## config.mk

```make
export PLATFORM = sky130hd
export DESIGN_NAME = ovpc_top
export DESIGN_NICKNAME = d
export VERILOG_FILES = /design/src/rtl/ovpc_debounce.v /design/src/rtl/ovpc_switch_decode.v /design/src/rtl/ovpc_top.v
export VERILOG_INCLUDE_DIRS = /design/src /design/src/rtl
export SDC_FILE = /design/constraint.sdc
export NUM_CORES = 1
export LEC_CHECK = 0
export BUFFER_PORTS_ARGS = -buffer_cell sky130_fd_sc_hd__buf_2
export CAP_MARGIN = 20
export CORE_MARGIN = 8
export CORE_UTILIZATION = 40
export CTS_CLUSTER_DIAMETER = 100
export CTS_CLUSTER_SIZE = 40
export DETAILED_ROUTE_END_ITERATION = 8
export GPL_TIMING_DRIVEN = 0
export PLACE_DENSITY = 0.6
export SLEW_MARGIN = 25
export SYNTH_ARGS = -nofsm -noshare
export SYNTH_HDL_FRONTEND = slang
export SYNTH_HIERARCHICAL = 1
export SYNTH_SLANG_ARGS = --single-unit
```

## constraint.sdc

```tcl
create_clock -name ref_clk -period 4.6 [get_ports ref_clk]
set_input_delay 0.92 -clock ref_clk [delete_from_list [all_inputs] [get_ports ref_clk]]
set_output_delay 0.92 -clock ref_clk [all_outputs]
set_load 0.05 [all_outputs]
```

## src/rtl/ovpc_consts.vh

```
// Purpose: Shared constants of the over-voltage channel control block
// Assumes: Included by the debounce and top design files of the block
// Notes: Word index = {channel, register}; byte address is four times the index
// Function
// RULE1 - Nine independent channels, each fully configurable
// RULE2 - Reference is DAC level or other pin
// RULE3 - Event drives output signal, optional interrupt
// RULE4 - Control bit 7 shows debounced result
// RULE5 - Bit 6 inverts output, even when disabled
// RULE6 - Bit 5 enables; disabled forces raw low
// RULE7 - Channels 0-1 have separate DAC enable
// RULE8 - Debounce code n gives 2^(n-1)..2^n cycles
// RULE9 - Trim register bit 7 shows raw result
// RULE10 - Bit 6 selects calibration mode, resets 0
// RULE11 - Switches decoded from mode and reference
// RULE12 - Five-bit offset trim, reset value 10000
// RULE13 - Channels 0-1 negative input select decode
// RULE14 - Channels 6-7 opposite shared pin mapping
// RULE15 - Two-bit hysteresis select, reset 00
// RULE16 - Eight-bit DAC code, reset zero
// RULE17 - Software prepares hysteresis, mode, DAC code
// RULE18 - Software searches trim upward from 00000
// RULE19 - Software restarts search at 11111
// RULE20 - Software searches down, writes average
// RULE21 - Software enables DAC for channels 0-1
// RULE22 - Debounce needs stable value, change restarts
// RULE23 - Interrupt pending on debounced rise, cleared
`ifndef OVPC_CONSTS_VH
`define OVPC_CONSTS_VH

`define OVPC_NUM_CH 9
`define OVPC_CH_LIMIT 4'h9
`define OVPC_SUB_CTRL 2'h0
`define OVPC_SUB_TRIM 2'h1
`define OVPC_SUB_SEL 2'h2
`define OVPC_SUB_CODE 2'h3
`define OVPC_IDX_IRQ_EN 6'h24
`define OVPC_IDX_IRQ_PEND 6'h25

`define OVPC_CTRL_RESULT_BIT 7
`define OVPC_CTRL_POL_BIT 6
`define OVPC_CTRL_EN_BIT 5
`define OVPC_CTRL_WMASK 8'h67
`define OVPC_CTRL_RESET 8'h00

`define OVPC_TRIM_RAW_BIT 7
`define OVPC_TRIM_MODE_BIT 6
`define OVPC_TRIM_REF_BIT 5
`define OVPC_TRIM_WMASK 8'h7f
`define OVPC_TRIM_RESET 8'h10

`define OVPC_SEL_DACEN_BIT 7
`define OVPC_SEL_MASK_LOW 8'h8f
`define OVPC_SEL_MASK_SIX_SEVEN 8'h0f
`define OVPC_SEL_MASK_OTHER 8'h0c
`define OVPC_SEL_RESET 8'h00
`define OVPC_CODE_RESET 8'h00

`define OVPC_PICK_FIRST 2'h1
`define OVPC_PICK_SECOND 2'h2

`endif

```

## src/rtl/ovpc_debounce.v

```verilog
// Purpose: Digital debounce of one raw comparator result
// Assumes: Raw input synchronous to ref_clk
// Notes: Code n needs 2^n-1 stable edges, one for code 0; the last of them loads the result register
`default_nettype none
`include "ovpc_consts.vh"
module ovpc_debounce (
	input wire ref_clk,
	input wire rst,
	input wire channel_enable,
	input wire [2:0] debounce_select,
	input wire raw_compare_result,
	output wire debounced_result
);
	reg [6:0] count_reg;
	reg result_reg;
	wire [6:0] threshold;
	wire [7:0] count_plus;

	// Shift wraps to zero for code 7, so the subtraction yields 127
	assign threshold = (7'h01 << debounce_select) - 7'h01; // RULE8
	assign count_plus = {1'b0, count_reg} + 8'h01;
	assign debounced_result = result_reg;

	always @(posedge ref_clk) begin
		if (rst || !channel_enable) begin
			count_reg <= 7'h00;
			result_reg <= 1'b0;
		end else if (raw_compare_result == result_reg) begin
			count_reg <= 7'h00; // RULE22
		end else if (count_plus >= {1'b0, threshold}) begin
			result_reg <= raw_compare_result; // RULE22
			count_reg <= 7'h00;
		end else begin
			count_reg <= count_plus[6:0]; // RULE8
		end
	end
endmodule
`default_nettype wire

```

## src/rtl/ovpc_switch_decode.v

```verilog
// Purpose: Input switch decode for one channel comparator
// Assumes: Mode and reference bits straight from the trim register
// Notes: Purely combinational
`default_nettype none
module ovpc_switch_decode (
	input wire calibration_mode,
	input wire calibration_reference_select,
	output wire switch_s0,
	output wire switch_s1,
	output wire switch_s2
);
	assign switch_s0 = ~calibration_mode | calibration_reference_select; // RULE11
	assign switch_s1 = ~calibration_mode | ~calibration_reference_select; // RULE11
	assign switch_s2 = calibration_mode; // RULE11
endmodule
`default_nettype wire

```

## src/rtl/ovpc_top.v

```verilog
// Purpose: Register file and digital control of nine protection channels
// Assumes: Avalon-MM slave with word addresses, one wait cycle per access
// Notes: Analog comparators, DACs and pin sharing sit outside this block
//
// Design decisions made here: the register addresses and the Avalon-MM slave port.
`default_nettype none
`include "ovpc_consts.vh"
module ovpc_top (
	input wire ref_clk,
	input wire rst,
	input wire [5:0] avs_address,
	input wire avs_read,
	input wire avs_write,
	input wire [31:0] avs_writedata,
	input wire [3:0] avs_byteenable,
	output wire [31:0] avs_readdata,
	output wire avs_waitrequest,
	input wire [8:0] compare_raw_in,
	output wire [8:0] comparator_enable,
	output wire [8:0] reference_dac_enable,
	output wire [71:0] reference_dac_code,
	output wire [44:0] offset_trim,
	output wire [17:0] hysteresis_select,
	output wire [8:0] switch_s0,
	output wire [8:0] switch_s1,
	output wire [8:0] switch_s2,
	output wire [1:0] external_negative_pin,
	output wire [1:0] negative_dac_select,
	output wire channel_six_pin_a,
	output wire channel_six_pin_b,
	output wire channel_seven_pin_a,
	output wire channel_seven_pin_b,
	output wire [8:0] protect_output_signal,
	output wire [8:0] irq_request
);
	// Register storage, one row per channel
	reg [7:0] ctrl_reg [0:8];
	reg [7:0] trim_reg [0:8];
	reg [7:0] sel_reg [0:8];
	reg [7:0] code_reg [0:8];

	// Interrupt and output state
	reg [8:0] irq_en_reg;
	reg [8:0] irq_pend_reg;
	reg [8:0] irq_pend_next;
	reg [8:0] deb_prev_reg;
	reg [8:0] out_reg;

	// Bus handshake state
	reg ack_reg;
	reg [31:0] rdata_reg;
	reg [31:0] rdata_next;

	wire [8:0] chan_en;
	wire [8:0] raw_gated;
	wire [8:0] deb;
	wire [8:0] deb_rise;
	wire [3:0] bus_ch;
	wire [1:0] bus_sub;
	wire bus_req;
	wire ch_hit;
	wire wr_take;
	wire irq_en_hit;
	wire irq_pend_hit;
	integer k;

	// Writable bits of the selection register differ per channel group
	function [7:0] sel_mask;
		input [3:0] ch;
		begin
			if (ch < 4'h2)
				sel_mask = `OVPC_SEL_MASK_LOW;
			else if (ch == 4'h6 || ch == 4'h7)
				sel_mask = `OVPC_SEL_MASK_SIX_SEVEN;
			else
				sel_mask = `OVPC_SEL_MASK_OTHER;
		end
	endfunction

	// Two-bit select decode, shared by the low channels and channels six and seven
	function picks;
		input [1:0] code;
		input [1:0] target;
		begin
			picks = (code == target);
		end
	endfunction

	// Bus decode
	assign bus_req = avs_read | avs_write;
	assign bus_ch = avs_address[5:2];
	assign bus_sub = avs_address[1:0];
	assign ch_hit = (bus_ch < `OVPC_CH_LIMIT);
	assign irq_en_hit = (avs_address == `OVPC_IDX_IRQ_EN);
	assign irq_pend_hit = (avs_address == `OVPC_IDX_IRQ_PEND);

	// One wait cycle lets the read data settle in a flip-flop
	assign avs_waitrequest = bus_req & ~ack_reg;
	assign avs_readdata = rdata_reg;
	assign wr_take = avs_write & ack_reg;

	always @(posedge ref_clk) begin
		if (rst)
			ack_reg <= 1'b0;
		else
			ack_reg <= bus_req & ~ack_reg;
	end

	// Per channel logic
	genvar i;
	generate
		for (i = 0; i < `OVPC_NUM_CH; i = i + 1) begin : g_ch
			assign chan_en[i] = ctrl_reg[i][`OVPC_CTRL_EN_BIT]; // RULE1
			assign raw_gated[i] = compare_raw_in[i] & chan_en[i]; // RULE6
			assign comparator_enable[i] = chan_en[i]; // RULE6

			if (i < 2) begin : g_low
				assign reference_dac_enable[i] = sel_reg[i][`OVPC_SEL_DACEN_BIT]; // RULE7
			end else begin : g_high
				assign reference_dac_enable[i] = chan_en[i]; // RULE7
			end

			assign reference_dac_code[8*i +: 8] = code_reg[i]; // RULE16
			assign offset_trim[5*i +: 5] = trim_reg[i][4:0]; // RULE12
			assign hysteresis_select[2*i +: 2] = sel_reg[i][3:2]; // RULE15

			ovpc_switch_decode u_switch (
				.calibration_mode(trim_reg[i][`OVPC_TRIM_MODE_BIT]),
				.calibration_reference_select(trim_reg[i][`OVPC_TRIM_REF_BIT]),
				.switch_s0(switch_s0[i]),
				.switch_s1(switch_s1[i]),
				.switch_s2(switch_s2[i])
			);

			ovpc_debounce u_debounce (
				.ref_clk(ref_clk),
				.rst(rst),
				.channel_enable(chan_en[i]),
				.debounce_select(ctrl_reg[i][2:0]),
				.raw_compare_result(raw_gated[i]),
				.debounced_result(deb[i])
			);
		end
	endgenerate

	// Reference routing for the channels that have a choice
	assign external_negative_pin[0] = picks(sel_reg[0][1:0], `OVPC_PICK_FIRST); // RULE13
	assign external_negative_pin[1] = picks(sel_reg[1][1:0], `OVPC_PICK_FIRST); // RULE13
	assign negative_dac_select[0] = picks(sel_reg[0][1:0], `OVPC_PICK_SECOND); // RULE13
	assign negative_dac_select[1] = picks(sel_reg[1][1:0], `OVPC_PICK_SECOND); // RULE13
	assign channel_six_pin_a = picks(sel_reg[6][1:0], `OVPC_PICK_FIRST); // RULE14
	assign channel_six_pin_b = picks(sel_reg[6][1:0], `OVPC_PICK_SECOND); // RULE14
	assign channel_seven_pin_b = picks(sel_reg[7][1:0], `OVPC_PICK_FIRST); // RULE14
	assign channel_seven_pin_a = picks(sel_reg[7][1:0], `OVPC_PICK_SECOND); // RULE14

	// Output signal and interrupt
	assign deb_rise = deb & ~deb_prev_reg;
	assign protect_output_signal = out_reg;
	assign irq_request = irq_pend_reg;

	always @(posedge ref_clk) begin
		if (rst) begin
			out_reg <= 9'h000;
			deb_prev_reg <= 9'h000;
		end else begin
			// Polarity acts even while disabled, since deb is held low then
			out_reg <= deb ^ {ctrl_reg[8][6], ctrl_reg[7][6], ctrl_reg[6][6], ctrl_reg[5][6],
				ctrl_reg[4][6], ctrl_reg[3][6], ctrl_reg[2][6], ctrl_reg[1][6], ctrl_reg[0][6]}; // RULE5
			deb_prev_reg <= deb;
		end
	end

	// Write one to clear; a rise in the same cycle keeps the bit set
	always @* begin
		irq_pend_next = irq_pend_reg;
		if (wr_take && irq_pend_hit) begin
			if (avs_byteenable[0])
				irq_pend_next[7:0] = irq_pend_next[7:0] & ~avs_writedata[7:0];
			if (avs_byteenable[1])
				irq_pend_next[8] = irq_pend_next[8] & ~avs_writedata[8];
		end
		irq_pend_next = irq_pend_next | (deb_rise & irq_en_reg & chan_en); // RULE3 RULE23
	end

	always @(posedge ref_clk) begin
		if (rst)
			irq_pend_reg <= 9'h000;
		else
			irq_pend_reg <= irq_pend_next; // RULE23
	end

	// Read mux; status bits come live from the channel logic
	always @* begin
		rdata_next = 32'h00000000;
		if (ch_hit) begin
			case (bus_sub)
				`OVPC_SUB_CTRL: begin
					rdata_next[7:0] = ctrl_reg[bus_ch];
					rdata_next[`OVPC_CTRL_RESULT_BIT] = deb[bus_ch]; // RULE4
				end
				`OVPC_SUB_TRIM: begin
					rdata_next[7:0] = trim_reg[bus_ch];
					rdata_next[`OVPC_TRIM_RAW_BIT] = raw_gated[bus_ch]; // RULE9
				end
				`OVPC_SUB_SEL: begin
					rdata_next[7:0] = sel_reg[bus_ch];
				end
				`OVPC_SUB_CODE: begin
					rdata_next[7:0] = code_reg[bus_ch];
				end
				default: begin
					rdata_next = 32'h00000000;
				end
			endcase
		end else if (irq_en_hit) begin
			rdata_next[8:0] = irq_en_reg;
		end else if (irq_pend_hit) begin
			rdata_next[8:0] = irq_pend_reg;
		end
	end

	always @(posedge ref_clk) begin
		if (rst)
			rdata_reg <= 32'h00000000;
		else if (avs_read && !ack_reg)
			rdata_reg <= rdata_next;
	end

	// Register writes; status bits are never stored, unmapped writes vanish
	always @(posedge ref_clk) begin
		if (rst) begin
			for (k = 0; k < `OVPC_NUM_CH; k = k + 1) begin
				ctrl_reg[k] <= `OVPC_CTRL_RESET;
				trim_reg[k] <= `OVPC_TRIM_RESET; // RULE10 RULE12
				sel_reg[k] <= `OVPC_SEL_RESET; // RULE15
				code_reg[k] <= `OVPC_CODE_RESET; // RULE16
			end
			irq_en_reg <= 9'h000;
		end else if (wr_take) begin
			if (ch_hit && avs_byteenable[0]) begin
				case (bus_sub)
					`OVPC_SUB_CTRL: begin
						ctrl_reg[bus_ch] <= avs_writedata[7:0] & `OVPC_CTRL_WMASK; // RULE5 RULE6 RULE8
					end
					`OVPC_SUB_TRIM: begin
						trim_reg[bus_ch] <= avs_writedata[7:0] & `OVPC_TRIM_WMASK; // RULE10 RULE12
					end
					`OVPC_SUB_SEL: begin
						sel_reg[bus_ch] <= avs_writedata[7:0] & sel_mask(bus_ch); // RULE7 RULE15
					end
					`OVPC_SUB_CODE: begin
						code_reg[bus_ch] <= avs_writedata[7:0]; // RULE2 RULE16
					end
					default: begin
						code_reg[bus_ch] <= code_reg[bus_ch];
					end
				endcase
			end
			if (irq_en_hit) begin
				if (avs_byteenable[0])
					irq_en_reg[7:0] <= avs_writedata[7:0];
				if (avs_byteenable[1])
					irq_en_reg[8] <= avs_writedata[8];
			end
		end
	end
endmodule
`default_nettype wire
```

==> impl_summary.md <==
STA
The post-layout minimum cycle time is approximately 4.5 ns. Setup repair after global routing left no endpoint under its margin. The worst relative slew slack is roughly 30%. Setup violations remaining at the end of the flow were counted as 0. For the final routed database, the setup TNS stands at 0 ns. For the pin with the worst max-slew slack, the measured transition is approximately 1.1 ns. The hold violation count in the final report is 0.

Across the routed clock network, the largest skew measured is roughly 0.036 ns. Timing would allow up to about 220 MHz. The final worst-path cycle share is 96.8%. The max-slew violation total from the final report came to 0.

Die
The full die area is 71400 um^2. The starting density of the core is about two fifths. The initialized floorplan defines 92 standard-cell rows. The die is 267 um wide. The standard cell core area is around 63000 um^2. The number of top-level design ports is between 200 and 300. Measured along the y axis, the die boundary spans 267 um.

Setup path
Along the worst path, the maximum fanout reaches 10. STA puts the critical path data arrival time at around 4.7 ns. The element type at the critical path end is a register. STA classifies the critical path startpoint as a primary input. The type of the worst setup path is primary input to register.

The required time of the critical path is slightly below 5 ns.

Drt
The final antenna-violating net count is 0. The sum of routed wire length over all layers is between 80000 and 90000 um. The count of TritonRoute iterations in the first routing pass is 5. After the first detailed-routing iteration, the DRC count stood at between 1500 and 2000. In the final routed layout, each cell accounts on average for 24.8 um. Summing over every cut layer, the via total after detailed routing is about 18000. After detailed routing, the number of vias per cell comes to about 5.4.

After detailed routing, the number of remaining DRC violations is 0.

Global route
The first global-routing pass estimated between 100000 and 150000 um of wire. The global routing stage identified its most utilized layer as met2. For met1 alone, demand over resource in global routing was between 20% and 30%. The initial antenna violation count was 4.

Global routing finished with a remaining overflow of 0. The number of global-route vias before repair is roughly 18000. For this run, global-route usage on met3 was measured as approximately 4.7%. Global routing used 22.4% of the available tracks. For met2 alone, demand over resource in global routing was roughly two fifths. Entering global routing, the biggest net connects 42 pins.

CTS
The total number of H-tree levels is 1. The number of buffers created by CTS is 19. The CTS sink count is 499. The count of cells resized by post-cts repair is 0.

The count of buffers added by post-CTS timing repair for setup is 0. TritonCTS built the clock tree. The maximum buffer depth of the clock tree is 3.

The count of hold-fix buffers inserted at cts is 0. The clock tree root buffer cell is sky130_fd_sc_hd__clkbuf_16. The clock latency on the worst-skew pair is 0.61 ns. After clock tree synthesis, the clock-pin slew on the worst setup and hold paths is 0.14 ns.

Layout
The relative area change from synthesis to final layout is 14.5%. The final layout net count is about 2600. The register with the most flip-flops in the layout has 120 of them.

The post-route standard cell area excluding fillers is between 20000 and 30000 um^2. The post-route netlist has about a quarter of its cells at a drive strength greater than 1. The count of placed standard cells in the final layout, fillers left out is 3314.

Flow run
The tool flagged a number of max-cap violations equal to 0.

Yosys
The total number of yosys warnings is 6. In this run the cell area of the synthesized design comes to 25200 um^2. Counting flops with a built-in enable in the synthesized netlist gives roughly 380.

For this run, the leading register cell type out of synthesis is sky130_fd_sc_hd__edfxtp_1. The share of flip-flops with an asynchronous set or reset is 0%. The count of unique library cells instantiated by Yosys is just over 70. In the synthesized netlist, the number of instances is approximately 2000. The synthesized design contains 499 register bits. The share of the Yosys chip area taken by registers is 54.7%. The mean area per synthesized cell is between 10 and 15 um^2.

Worst hold path
The worst hold path belongs to the class register to register.

Pwr
The leakage power is ~0.012 uW. In this run the power density over the cells is 303 nW/um^2. Across the VDD grid, the largest voltage drop is approximately 0.23 mV. The design draws 8770 uW.

Place
The count of buffers from port buffering is ~240. The cell area reported after detailed placement is 28300 um^2. The sum of net half-perimeters after detailed placement is 63400 um. The final RePlAce weighted congestion is approximately 0.9.

The number of placed cells counting well taps is 3277.

Outcome
The run finished with clean final reports.
==> routing by layer <==
metal  up-vias  routed length (um)
met5         -                   0
met4         0                2790
met3       141                7700
met2       888               40000
met1      8821               31800
li1       7889                   -
==> through the flow <==
step / hold WS (ns) / worst slack (ns) / utilization [%]
2_1_floorplan: 0.444 / 1.69 / -
3_3_place_gp: 0.459 / -0.240 / 45.0
3_5_place_dp: 0.466 / -0.298 / 45.0
4_1_cts: 0.483 / 0.350 / 46.0
5_1_grt: 0.510 / 0.233 / 46.1
6_report: 0.488 / 0.147 / 46.1
==> synthesized netlist by cell type, types with 10 or more instances <==
cell,instances,area share [%]
sky130_fd_sc_hd__a21oi_1,58,1.2
sky130_fd_sc_hd__mux4_1,20,2.1
sky130_fd_sc_hd__nor2_1,141,2.1
sky130_fd_sc_hd__nand3_1,46,0.91
sky130_fd_sc_hd__or3_1,18,0.45
sky130_fd_sc_hd__xor2_1,37,1.3
sky130_fd_sc_hd__mux4_2,60,5.4
sky130_fd_sc_hd__nor3_1,83,1.6
sky130_fd_sc_hd__and2_1,135,3.3
sky130_fd_sc_hd__nand2_1,113,1.7
sky130_fd_sc_hd__clkbuf_1,61,0.91
sky130_fd_sc_hd__nand3_2,10,0.40
sky130_fd_sc_hd__nor2b_2,45,1.6
sky130_fd_sc_hd__dfxtp_1,118,9.4
sky130_fd_sc_hd__a22oi_1,29,0.86
sky130_fd_sc_hd__buf_4,119,3.5
sky130_fd_sc_hd__or2_2,30,0.74
sky130_fd_sc_hd__xnor2_1,45,1.6
sky130_fd_sc_hd__inv_1,41,0.61
sky130_fd_sc_hd__nand2b_1,25,0.62
sky130_fd_sc_hd__nor2b_1,29,0.72
sky130_fd_sc_hd__a21o_1,18,0.54
sky130_fd_sc_hd__edfxtp_1,381,45
sky130_fd_sc_hd__a31oi_1,14,0.35
sky130_fd_sc_hd__ha_1,81,4.0
sky130_fd_sc_hd__buf_2,18,0.36
sky130_fd_sc_hd__o2111ai_1,12,0.42
sky130_fd_sc_hd__mux2i_1,56,2.2
==> path summary, 6_finish.rpt <==
path                        from              to  slack, ns  depth (start not counted)
setup reg to reg         ack_reg  code_reg[5][2]       1.60                          6
setup / recovery  avs_address[3]   sel_reg[3][0]       0.15                          8
hold reg to reg   irq_request[0]  irq_request[0]       0.49                          2
hold / removal    irq_request[0]  irq_request[0]       0.49                          2
==> cells in the final DEF, fill, tap and decap left out, types with 9 or more instances in the layout <==
| cell | synthesis | final |
|---|---|---|
| sky130_fd_sc_hd__nor2b_1 | 29 | 29 |
| sky130_fd_sc_hd__mux2i_1 | 56 | 56 |
| sky130_fd_sc_hd__and2_1 | 135 | 135 |
| sky130_fd_sc_hd__mux4_2 | 60 | 60 |
| sky130_fd_sc_hd__buf_4 | 119 | 120 |
| sky130_fd_sc_hd__or2_2 | 30 | 30 |
| sky130_fd_sc_hd__mux4_1 | 20 | 20 |
| sky130_fd_sc_hd__or3_1 | 18 | 18 |
| sky130_fd_sc_hd__conb_1 | 1 | 196 |
| sky130_fd_sc_hd__nor3_1 | 83 | 83 |
| sky130_fd_sc_hd__nor2b_2 | 45 | 45 |
| sky130_fd_sc_hd__nand4_4 | 9 | 9 |
| sky130_fd_sc_hd__a22oi_1 | 29 | 29 |
| sky130_fd_sc_hd__a21oi_1 | 58 | 58 |
| sky130_fd_sc_hd__a31oi_1 | 14 | 14 |
| sky130_fd_sc_hd__dfxtp_1 | 118 | 118 |
| sky130_fd_sc_hd__nand2b_1 | 25 | 25 |
| sky130_fd_sc_hd__o2111ai_1 | 12 | 12 |
| sky130_fd_sc_hd__o211a_1 | 9 | 9 |
| sky130_fd_sc_hd__a211o_1 | 9 | 9 |
| sky130_fd_sc_hd__o21a_2 | 9 | 9 |
| sky130_fd_sc_hd__nand4b_1 | 9 | 9 |
| sky130_fd_sc_hd__a21o_1 | 18 | 18 |
| sky130_fd_sc_hd__a41o_2 | 9 | 9 |
| sky130_fd_sc_hd__nand3_2 | 10 | 10 |
| sky130_fd_sc_hd__or3_4 | 9 | 9 |
| sky130_fd_sc_hd__inv_1 | 41 | 41 |
| sky130_fd_sc_hd__nor2_1 | 141 | 140 |
| sky130_fd_sc_hd__nand2_1 | 113 | 113 |
| sky130_fd_sc_hd__xor2_1 | 37 | 37 |
| sky130_fd_sc_hd__clkbuf_1 | 61 | 65 |
| sky130_fd_sc_hd__nand3_1 | 46 | 46 |
| sky130_fd_sc_hd__ha_1 | 81 | 81 |
| sky130_fd_sc_hd__buf_2 | 18 | 259 |
| sky130_fd_sc_hd__edfxtp_1 | 381 | 381 |
| sky130_fd_sc_hd__clkbuf_16 | 0 | 19 |
| sky130_fd_sc_hd__and2b_1 | 9 | 9 |
| sky130_fd_sc_hd__xnor2_1 | 45 | 45 |
==> critical path, stage by stage <==
cell	delay (ns)
sky130_fd_sc_hd__buf_4	0.20
sky130_fd_sc_hd__buf_2	0.45
sky130_fd_sc_hd__buf_4	0.33
sky130_fd_sc_hd__buf_2	0.38
sky130_fd_sc_hd__buf_2	0.55
sky130_fd_sc_hd__nand3_1	0.56
sky130_fd_sc_hd__clkbuf_1	0.59
sky130_fd_sc_hd__o21bai_1	0.69
==> kinds of logic (layout without fill, tap and decap cells) <==
logic type	Yosys count	count (layout)	share of synthesized area, %
flip-flops	499	499	54.7
buffers and inverters	255	530	6.12
AO/OA/AOI/OAI	209	209	6.06
multiplexers	141	141	9.88
adder cells (fa/ha/maj)	81	81	4.02
AND/OR/NAND/NOR	726	726	16.4
other	1	200	0.0149
XOR/XNOR	82	82	2.85
==> area by class of cell <==
cell class                 instances  area [um^2]
fill                            5837        33800
multi-input combinational       1435        10600
clock buffer                      24          494
sequential                       499        13800
buffer                           212         1380
tap                              846         1060
clock inverter                     9          141
antenna                            4         10.0
inverter                          43          161
timing repair buffer             242         1210
==> where the power goes <==
part           total (uW)  internal (uW)  leakage, uW  switching (uW)
logic                1200            367      0.00647             831
clock network        2410            849     0.000308            1560
registers            5160           5040      0.00476             117
total                8770           6260       0.0115            2510
Power figures use the tool's default switching activity.
